===== config.mk =====
export PLATFORM = sky130hd
export DESIGN_NAME = amp_config_field_decode
export DESIGN_NICKNAME = d
export VERILOG_FILES = /design/src/hw/amp_cfg_pkg.sv /design/src/hw/pin_sync.sv /design/src/hw/serial_word_shifter.sv /design/src/hw/amp_config_field_decode.sv
export VERILOG_INCLUDE_DIRS = /design/src /design/src/hw
export SDC_FILE = /design/constraint.sdc
export NUM_CORES = 1
export LEC_CHECK = 0
export CAP_MARGIN = 0
export CORE_MARGIN = 3
export CORE_UTILIZATION = 60
export DETAILED_ROUTE_END_ITERATION = 16
export DONT_BUFFER_PORTS = 1
export GPL_TIMING_DRIVEN = 1
export PLACE_DENSITY = 0.78
export SYNTH_ARGS = -nofsm -noshare
export SYNTH_HDL_FRONTEND = slang
export SYNTH_HIERARCHICAL = 1
export SYNTH_SLANG_ARGS = --single-unit

===== constraint.sdc =====
create_clock -name i_ref_clk -period 2.55 [get_ports i_ref_clk]
set_input_delay 0.1275 -clock i_ref_clk [delete_from_list [all_inputs] [get_ports i_ref_clk]]
set_output_delay 0.1275 -clock i_ref_clk [all_outputs]
set_load 0.05 [all_outputs]

===== src/hw/amp_cfg_regs.svh =====
`ifndef AMP_CFG_REGS_SVH
`define AMP_CFG_REGS_SVH

// control word layout
`define ACW_WIDTH       16
`define ACW_RESET       16'h0000
`define ACW_GAIN_LSB    0
`define ACW_GAIN_MSB    2
`define ACW_COMP_LSB    3
`define ACW_COMP_MSB    5
`define ACW_SEL_LSB     6
`define ACW_SEL_MSB     7
`define ACW_POL_BIT     8
`define ACW_PDN_BIT     9
`define ACW_FILTER_CAP_ENABLE_BIT    10
`define ACW_FPIN_BIT    11
`define ACW_CUR_LSB     12
`define ACW_CUR_MSB     14
`define ACW_SPARE_BIT   15

// field codes
`define GAIN_EXTERNAL   3'h7
`define CUR_OFF         3'h0
`define CUR_MAX_LEVEL   3'h5
`define CUR_IDLE        3'h6
`define CUR_ILLEGAL     3'h7
`define ATTEN_DIVIDE    50

// amplifier input sources, one bit each
`define SRC_POS_PIN     0
`define SRC_NEG_PIN     1
`define SRC_POS_ATT     2
`define SRC_NEG_ATT     3
`define SRC_VNEG        4
`define SRC_W           5

// power-on settle time
`define POR_DELAY_NS    50000
`define REF_PERIOD_NS   25
`define POR_CYCLES      ((`POR_DELAY_NS + `REF_PERIOD_NS - 1) / `REF_PERIOD_NS)

`endif


===== src/hw/amp_cfg_pkg.sv =====
package amp_cfg_pkg;

    typedef enum logic [1:0]
    {
        SEL_DIFF    = 2'h0,
        SEL_SHORT   = 2'h1,
        SEL_ATT_POS = 2'h2,
        SEL_ATT_NEG = 2'h3
    } input_select_t;

    typedef enum logic [1:0]
    {
        POR_HOLD = 2'h1,
        POR_RUN  = 2'h2
    } por_state_t;

endpackage : amp_cfg_pkg


===== src/hw/pin_sync.sv =====
`timescale 1ns/10ps
`default_nettype none

module pin_sync
#(
    parameter int WIDTH = 1
)
(
    // clock and reset
    input  wire logic             i_ref_clk,
    input  wire logic             i_nrst,
    // pins in, synchronised levels out
    input  wire logic [WIDTH-1:0] i_async,
    output logic      [WIDTH-1:0] o_sync
);

    initial
    begin
        if (WIDTH < 1)
            $error("pin_sync: WIDTH must be at least 1");
    end

    genvar g;
    generate
        for (g = 0; g < WIDTH; g++)
        begin : g_bit
            logic meta_ff;
            logic hold_ff;
            always_ff @(posedge i_ref_clk or negedge i_nrst)
            begin
                if (!i_nrst)
                begin
                    meta_ff <= 1'b0;
                    hold_ff <= 1'b0;
                end
                else
                begin
                    meta_ff <= i_async[g];
                    hold_ff <= meta_ff;
                end
            end
            assign o_sync[g] = hold_ff;
        end
    endgenerate

endmodule : pin_sync

`default_nettype wire


===== src/hw/serial_word_shifter.sv =====
`timescale 1ns/10ps
`default_nettype none

module serial_word_shifter
#(
    parameter int WIDTH = 16
)
(
    // clock and reset
    input  wire logic             i_ref_clk,
    input  wire logic             i_nrst,
    // synchronised serial pins
    input  wire logic             i_sclk,
    input  wire logic             i_cs_n,
    input  wire logic             i_sdi,
    input  wire logic             i_enable,
    // assembled word
    output logic                  o_load,
    output logic      [WIDTH-1:0] o_word,
    output logic                  o_sdo
);

    initial
    begin
        if (WIDTH < 2)
            $error("serial_word_shifter: WIDTH must be at least 2");
    end

    logic [WIDTH-1:0] shift_ff;
    logic [WIDTH-1:0] nxt_shift;
    logic             sclk_d_ff;
    logic             cs_d_ff;
    logic             load_ff;
    logic             nxt_load;

    // msb first; word taken when chip select rises
    always_comb
    begin
        nxt_shift = shift_ff;
        nxt_load  = 1'b0;
        if (i_enable && !i_cs_n && i_sclk && !sclk_d_ff)
            nxt_shift = {shift_ff[WIDTH-2:0], i_sdi};
        if (i_enable && i_cs_n && !cs_d_ff)
            nxt_load = 1'b1;
    end

    always_ff @(posedge i_ref_clk or negedge i_nrst)
    begin
        if (!i_nrst)
        begin
            shift_ff  <= '0;
            sclk_d_ff <= 1'b0;
            cs_d_ff   <= 1'b1;
            load_ff   <= 1'b0;
        end
        else
        begin
            shift_ff  <= nxt_shift;
            sclk_d_ff <= i_sclk;
            cs_d_ff   <= i_cs_n;
            load_ff   <= nxt_load;
        end
    end

    assign o_load = load_ff;
    assign o_word = shift_ff;
    // daisy chain output
    assign o_sdo  = shift_ff[WIDTH-1];

endmodule : serial_word_shifter

`default_nettype wire


===== src/hw/amp_config_field_decode.sv =====
// Overview of operation
// - select 01, polarity 0: both amp inputs take positive pin; negative floats
// - select 01, polarity 1: both amp inputs take negative pin; positive floats
// - select 10/11: one pin floats, other through divide-by-50; 10 positive, 11 negative
// - attenuated modes: amp input not fed by the pin goes to negative supply
// - attenuated gains 0.2..20 for codes 000..110; polarity 1 negates them
// - bit 9 high puts the amplifier in shutdown, low keeps it active
// - bit 10 opens feedback switch when 0, closes when 1, gain codes 000..110
// - gain code 111 keeps feedback switch closed regardless of bit 10
// - bit 11 steers fault current to positive (0) or negative (1) pin
// - bits 14:12 fault current: off, five levels, idle powered; 111 never written
// - bits 2:0 gain code; 111 selects external resistor gain
// - polarity and input select sit in bits 8:6
// - select 00 is normal differential; polarity 1 swaps the pins
// - control word held at zero until 50 us after power comes up
`timescale 1ns/10ps
`default_nettype none
`include "amp_cfg_regs.svh"

module amp_config_field_decode
    import amp_cfg_pkg::*;
#(
    parameter int WORD_W     = `ACW_WIDTH,
    parameter int POR_CYCLES = `POR_CYCLES
)
(
    // clock and reset
    input  wire logic              i_ref_clk,
    input  wire logic              i_nrst,
    // serial control pins
    input  wire logic              i_sclk,
    input  wire logic              i_cs_n,
    input  wire logic              i_sdi,
    output logic                   o_sdo,
    // power-on status
    output logic                   o_por_done,
    // amplifier input routing
    output logic [`SRC_W-1:0]      o_amp_pos_src,
    output logic [`SRC_W-1:0]      o_amp_neg_src,
    output logic                   o_pos_pin_float,
    output logic                   o_neg_pin_float,
    output logic                   o_atten_en,
    output logic                   o_gain_negate,
    // gain and compensation
    output logic [2:0]             o_gain_code,
    output logic [2:0]             o_comp_code,
    output logic                   o_internal_gain_switch,
    output logic                   o_feedback_switch,
    // power
    output logic                   o_power_down,
    // fault current source
    output logic                   o_fault_src_to_pos,
    output logic                   o_fault_src_to_neg,
    output logic [2:0]             o_fault_current_level,
    output logic                   o_fault_src_powered,
    output logic                   o_fault_code_illegal
);

    initial
    begin
        if (WORD_W != `ACW_WIDTH)
            $error("amp_config_field_decode: WORD_W must be 16");
        if (POR_CYCLES < 1 || POR_CYCLES > 65535)
            $error("amp_config_field_decode: POR_CYCLES out of range");
    end

    // route both amplifier inputs from select and polarity
    function automatic logic [2*`SRC_W-1:0] route(input logic [1:0] sel, input logic polarity_invert);
        logic [`SRC_W-1:0] p;
        logic [`SRC_W-1:0] n;
        p = '0;
        n = '0;
        unique case (input_select_t'(sel))
            SEL_DIFF:
            begin
                p[polarity_invert ? `SRC_NEG_PIN : `SRC_POS_PIN] = 1'b1;
                n[polarity_invert ? `SRC_POS_PIN : `SRC_NEG_PIN] = 1'b1;
            end
            SEL_SHORT:
            begin
                p[polarity_invert ? `SRC_NEG_PIN : `SRC_POS_PIN] = 1'b1;
                n[polarity_invert ? `SRC_NEG_PIN : `SRC_POS_PIN] = 1'b1;
            end
            SEL_ATT_POS:
            begin
                p[polarity_invert ? `SRC_VNEG : `SRC_POS_ATT] = 1'b1;
                n[polarity_invert ? `SRC_POS_ATT : `SRC_VNEG] = 1'b1;
            end
            SEL_ATT_NEG:
            begin
                p[polarity_invert ? `SRC_VNEG : `SRC_NEG_ATT] = 1'b1;
                n[polarity_invert ? `SRC_NEG_ATT : `SRC_VNEG] = 1'b1;
            end
        endcase
        return {p, n};
    endfunction : route

    // synchronised pins
    logic       sclk_s;
    logic       cs_act_s; // inverted so reset matches idle select
    logic       sdi_s;

    pin_sync
    #(
        .WIDTH (3)
    )
    u_pin_sync
    (
        .i_ref_clk (i_ref_clk),
        .i_nrst    (i_nrst),
        .i_async   ({i_sclk, ~i_cs_n, i_sdi}),
        .o_sync    ({sclk_s, cs_act_s, sdi_s})
    );

    // power-on hold
    por_state_t  por_state_ff;
    por_state_t  nxt_por_state;
    logic [15:0] por_cnt_ff;
    logic [15:0] nxt_por_cnt;
    logic        por_done_ff;
    logic        nxt_por_done;

    always_comb
    begin
        nxt_por_state = por_state_ff;
        nxt_por_cnt   = por_cnt_ff;
        nxt_por_done  = 1'b0;
        unique case (por_state_ff)
            POR_HOLD:
            begin
                nxt_por_cnt = por_cnt_ff + 16'h0001;
                if (por_cnt_ff == 16'(POR_CYCLES - 1))
                begin
                    nxt_por_state = POR_RUN;
                    nxt_por_done  = 1'b1;
                end
            end
            POR_RUN:
            begin
                nxt_por_done = 1'b1;
            end
            default:
            begin
                nxt_por_state = POR_HOLD;
                nxt_por_cnt   = 16'h0000;
            end
        endcase
    end

    always_ff @(posedge i_ref_clk or negedge i_nrst)
    begin
        if (!i_nrst)
        begin
            por_state_ff <= POR_HOLD;
            por_cnt_ff   <= 16'h0000;
            por_done_ff  <= 1'b0;
        end
        else
        begin
            por_state_ff <= nxt_por_state;
            por_cnt_ff   <= nxt_por_cnt;
            por_done_ff  <= nxt_por_done;
        end
    end

    // serial word assembly
    logic              shift_load;
    logic [WORD_W-1:0] shift_word;

    serial_word_shifter
    #(
        .WIDTH (WORD_W)
    )
    u_shifter
    (
        .i_ref_clk (i_ref_clk),
        .i_nrst    (i_nrst),
        .i_sclk    (sclk_s),
        .i_cs_n    (~cs_act_s),
        .i_sdi     (sdi_s),
        .i_enable  (por_done_ff),
        .o_load    (shift_load),
        .o_word    (shift_word),
        .o_sdo     (o_sdo)
    );

    // stored control word and decoded controls
    logic [WORD_W-1:0] word_ff;
    logic [WORD_W-1:0] nxt_word;
    logic [1:0]        w_sel;
    logic              w_pol;
    logic [2:0]        w_gain;
    logic [2:0]        w_cur;
    logic [2*`SRC_W-1:0] w_route;
    logic [`SRC_W-1:0] amp_pos_ff;
    logic [`SRC_W-1:0] amp_neg_ff;
    logic              pos_float_ff;
    logic              neg_float_ff;
    logic              atten_ff;
    logic              negate_ff;
    logic [2:0]        gain_ff;
    logic [2:0]        comp_ff;
    logic              igs_ff;
    logic              fbs_ff;
    logic              pdn_ff;
    logic              fpos_ff;
    logic              fneg_ff;
    logic [2:0]        cur_ff;
    logic              fpwr_ff;
    logic              fbad_ff;
    logic [`SRC_W-1:0] nxt_amp_pos;
    logic [`SRC_W-1:0] nxt_amp_neg;
    logic              nxt_pos_float;
    logic              nxt_neg_float;
    logic              nxt_atten;
    logic              nxt_negate;
    logic [2:0]        nxt_gain;
    logic [2:0]        nxt_comp;
    logic              nxt_igs;
    logic              nxt_fbs;
    logic              nxt_pdn;
    logic              nxt_fpos;
    logic              nxt_fneg;
    logic [2:0]        nxt_cur;
    logic              nxt_fpwr;
    logic              nxt_fbad;

    always_comb
    begin
        nxt_word = word_ff;
        if (!por_done_ff)
            nxt_word = `ACW_RESET;
        else if (shift_load)
            nxt_word = shift_word;
        // decode from the next word so controls move with the load
        w_gain  = nxt_word[`ACW_GAIN_MSB:`ACW_GAIN_LSB];
        w_sel   = nxt_word[`ACW_SEL_MSB:`ACW_SEL_LSB];
        w_pol   = nxt_word[`ACW_POL_BIT];
        w_cur   = nxt_word[`ACW_CUR_MSB:`ACW_CUR_LSB];
        w_route = route(w_sel, w_pol);
        // bit 15 is never looked at
        nxt_amp_pos = w_route[2*`SRC_W-1:`SRC_W];
        nxt_amp_neg = w_route[`SRC_W-1:0];
        nxt_pos_float = (w_sel == SEL_ATT_NEG) ||
                        (w_sel == SEL_SHORT && w_pol);
        nxt_neg_float = (w_sel == SEL_ATT_POS) ||
                        (w_sel == SEL_SHORT && !w_pol);
        nxt_atten     = w_sel[1];
        nxt_negate    = w_pol;
        nxt_gain = w_gain;
        nxt_comp = nxt_word[`ACW_COMP_MSB:`ACW_COMP_LSB];
        nxt_igs  = (w_gain != `GAIN_EXTERNAL);
        nxt_fbs  = (w_gain == `GAIN_EXTERNAL) ? 1'b1
                 : nxt_word[`ACW_FILTER_CAP_ENABLE_BIT];
        nxt_pdn  = nxt_word[`ACW_PDN_BIT];
        // fault current: illegal code handled as off
        nxt_fbad = (w_cur == `CUR_ILLEGAL);
        nxt_cur  = nxt_fbad ? `CUR_OFF : w_cur;
        nxt_fpwr = (nxt_cur != `CUR_OFF);
        nxt_fpos = (nxt_cur != `CUR_OFF) && (nxt_cur <= `CUR_MAX_LEVEL) &&
                   !nxt_word[`ACW_FPIN_BIT];
        nxt_fneg = (nxt_cur != `CUR_OFF) && (nxt_cur <= `CUR_MAX_LEVEL) &&
                   nxt_word[`ACW_FPIN_BIT];
    end

    always_ff @(posedge i_ref_clk or negedge i_nrst)
    begin
        if (!i_nrst)
        begin
            word_ff      <= `ACW_RESET;
            amp_pos_ff   <= 5'h01;
            amp_neg_ff   <= 5'h02;
            pos_float_ff <= 1'b0;
            neg_float_ff <= 1'b0;
            atten_ff     <= 1'b0;
            negate_ff    <= 1'b0;
            gain_ff      <= 3'h0;
            comp_ff      <= 3'h0;
            igs_ff       <= 1'b1;
            fbs_ff       <= 1'b0;
            pdn_ff       <= 1'b0;
            fpos_ff      <= 1'b0;
            fneg_ff      <= 1'b0;
            cur_ff       <= 3'h0;
            fpwr_ff      <= 1'b0;
            fbad_ff      <= 1'b0;
        end
        else
        begin
            word_ff      <= nxt_word;
            amp_pos_ff   <= nxt_amp_pos;
            amp_neg_ff   <= nxt_amp_neg;
            pos_float_ff <= nxt_pos_float;
            neg_float_ff <= nxt_neg_float;
            atten_ff     <= nxt_atten;
            negate_ff    <= nxt_negate;
            gain_ff      <= nxt_gain;
            comp_ff      <= nxt_comp;
            igs_ff       <= nxt_igs;
            fbs_ff       <= nxt_fbs;
            pdn_ff       <= nxt_pdn;
            fpos_ff      <= nxt_fpos;
            fneg_ff      <= nxt_fneg;
            cur_ff       <= nxt_cur;
            fpwr_ff      <= nxt_fpwr;
            fbad_ff      <= nxt_fbad;
        end
    end

    assign o_por_done             = por_done_ff;
    assign o_amp_pos_src          = amp_pos_ff;
    assign o_amp_neg_src          = amp_neg_ff;
    assign o_pos_pin_float        = pos_float_ff;
    assign o_neg_pin_float        = neg_float_ff;
    assign o_atten_en             = atten_ff;
    assign o_gain_negate          = negate_ff;
    assign o_gain_code            = gain_ff;
    assign o_comp_code            = comp_ff;
    assign o_internal_gain_switch = igs_ff;
    assign o_feedback_switch      = fbs_ff;
    assign o_power_down           = pdn_ff;
    assign o_fault_src_to_pos     = fpos_ff;
    assign o_fault_src_to_neg     = fneg_ff;
    assign o_fault_current_level  = cur_ff;
    assign o_fault_src_powered    = fpwr_ff;
    assign o_fault_code_illegal   = fbad_ff;

endmodule : amp_config_field_decode

`default_nettype wire


==> impl_summary.txt <==
----------------------------------------------------
[Status]
  Result of the run ... finished, final reports clean

[Critical path]
  Critical Path Slowest Stage Cell ... or4_1
  Kind of capture point of the worst setup path ... register
  Worst setup path class ... reg -> reg
  Worst Setup Start Kind ... register
  Required time reported for the critical path endpoint ... 2.81 ns
  Arrival time at the worst endpoint ... 2.36 ns
  FF-to-FF path depth ... 5
  Peak fanout along the critical path ... 12
  Cells along the critical path ... inv_1, ha_1, nand4b_1, or4_1, a21oi_1
  Max incr delay on CP ... 0.60 ns
  Slack of the worst reg-to-reg path ... 0.44 ns

[Pwr]
  Net switching share of the total power ... 21.3%
  P per Cell Area ... 618 nW/um^2
  Register share of total power ... 56.9%
  Internal power consumption ... 1.77 mW
  Worst vdd rail ir drop ... 0.301 mV
  Fraction of power consumed by combinational cells ... ~1.5%
  Part of the total power dissipated in the clock network ... 41.6%
  Switching component of the power ... 0.478 mW
  Total chip power ... 2.24 mW
  Leakage power of the design ... 1.66 nW

[Clocking]
  CTS max path bufs ... 2
  Number of buffers created by CTS ... 9
  Gates resized, CTS repair ... 0
  Clock transition at the registers of the reported paths ... approximately 0.080 ns
  Clk Latency, worst-skew pair ... between 0.3 and 0.4 ns
  Count of clock tree sinks ... 80
  Number of H-tree branching levels ... 3
  CTS tree ... built
  CTS Root Cell ... clkbuf_8

[Layout]
  Fill cell instance count of the final layout ... 382
  Area added between synthesis and finish ... 7.20%
  Ant diodes ... 0
  Number of standard cells in the final layout excluding fillers ... 355
  Post-route core utilization ... 68.9%
  Share of cells above drive strength 1 ... 16.5%
  Cell area after layout ... 3630 um^2
  Final #Nets ... 288

[Yosys]
  Cells after synthesis ... between 200 and 300
  Syn Nets ... 289
  Average size of a mapped cell ... 12.1 um^2
  Post-Syn Area ... 3390 um^2
  Warning count from the yosys run ... 6

[Global routing]
  Maximum number of pins on one net before global-route repair ... 81
  First-pass GRT wire length ... 9.76 mm
  Number of antenna violations at the first check in global routing ... 0
  GRT Total Usage ... 19.8%
  Number of global-route vias before repair ... 2045
  Final global-route overflow total ... 0

[STA]
  Transition time at the pin with the least slew margin ... 0.622 ns
  FMAX ... around 0.47 GHz
  Crit path time final ... 2.11 ns
  Final worst setup slack ... roughly 0.44 ns
  Final hold vios ... 0
  Final setup viols ... 0
  Unrepaired setup endpoints after global routing ... false
  Worst clock skew on the final layout ... 0.00947 ns
  Max transition margin ... 58.5%
  Hold Slack ... 0.336 ns
  Slew Viols, Final ... 0
  Setup tns final ... 0 ns
  Period utilization ... 82.6%

[Route]
  DRC violations left ... 0
  First-pass iteration count of the detailed router ... 5
  Vias per cell ... between 5 and 6
  WL/cell ... 16.4 um
  Total via count after detailed routing ... 2112
  Detail Route Antenna Nets ... 0
  Wire length reported by the detailed router ... 5.82 mm
  Detailed router's first-iteration violation count ... 151

[Placed design]
  Placed Area ... 3370 um^2
  Final HPWL from detailed placement ... 3.69 mm
  Post-placement cell count ... between 300 and 400
  Number of port buffers ... 0
  Placer congestion estimate ... 0.791
  Post-placement setup slack ... 0.493 ns

[Floorplan]
  Y dimension of the die ... 81.1 um
  Die footprint ... 6580 um^2
  Effective utilization at floorplan ... between 60% and 70%
  Boundary pin count ... 37
  Floorplan Core Area ... 5270 um^2
  Die outline width ... 81.1 um
  Standard-cell rows ... 26

[Hold path]
  Class of the tightest hold or removal check ... in -> async

[Flow run]
  Max Cap Violations ... 0

----------------------------------------------------
-- per-layer routing --
| layer | GRT usage, % | up-vias | part of all wire, % |
|---|---|---|---|
| li1 | - | 980 | - |
| met4 | 10.8 | 0 | 1.5 |
| met3 | 4.88 | 8 | 5.3 |
| met5 | 0 | - | 0 |
| met1 | 26.9 | 1061 | 44 |
| met2 | 29.2 | 63 | 49 |
-- power groups by stage --
stage	combinational [mW]	clock [mW]	sequential (mW)
after CTS	0.0357	0.946	1.28
final	0.0339	0.933	1.28
after global routing	0.0404	1.01	1.28
after floorplan	0.00452	0	1.30
after detailed placement	0.00143	0	1.30
after global placement	0.00136	0	1.30
-- cell usage in the layout, fill, tap and decap left out, drive strengths merged, types with 4 or more instances in the layout --
cell type,instances
a21oi,7
buf,5
clkbuf,12
dfrtp,75
dfstp,5
dlygate4sd3,4
inv,12
mux2,20
mux2i,18
nand2,18
nand2b,8
nand3,13
nand4,6
nor2,22
nor3,4
nor4,5
o211ai,4
o21ai,7
or4,8
-- final cells by class --
class	count	area, um^2	share of cell area [%]
clock buffers	12	145	4.00
repair buffers	9	97.6	2.69
flip-flops and latches	80	2010	55.3
clock inverters	4	53.8	1.48
multi-input cells	168	1190	32.9
inverters	12	45.0	1.24
well taps	70	87.6	2.41
-- state kept, by name (all words and copies together), names as in the netlist, 2 cells and up --
register and count:
u_pin_sync/g_bit.meta_ff 3, o_amp_neg_src 5, o_comp_code 2, por_state_ff 2, por_cnt_ff 16, o_gain_code 2
u_shifter/o_word 16, o_fault_current_level 3, u_pin_sync/g_bit.hold_ff 3, word_ff 11, o_amp_pos_src 5
-- timing repair --
action / 4_1_cts / 5_1_grt
hold buffers: 5 / 0
hold endpoints to repair: 83 / 0
buffers inserted: 0 / 0
-- worst max-delay path, delay by kind of cell (launching register included) --
family / cells / cell delay [ns]
simple gates: 2 / 1.05
flops: 1 / 0.54
fa+ha+maj: 1 / 0.21
compound gates: 1 / 0.16
buf+inv: 1 / 0.06
-- worst paths after layout --
| path | from | to |
|---|---|---|
| worst min-delay path | i_nrst | o_fault_current_level[1] |
| worst max-delay path | por_state_ff[0] | por_cnt_ff[11] |
| max in group asynchronous | i_nrst | por_state_ff[0] |
| worst max register to register | por_state_ff[0] | por_cnt_ff[11] |
| min in group i_ref_clk | i_sdi | u_pin_sync/g_bit[0].meta_ff |
| worst min register to register | u_pin_sync/g_bit[1].meta_ff | u_pin_sync/g_bit[1].hold_ff |
Power figures use the tool's default switching activity.
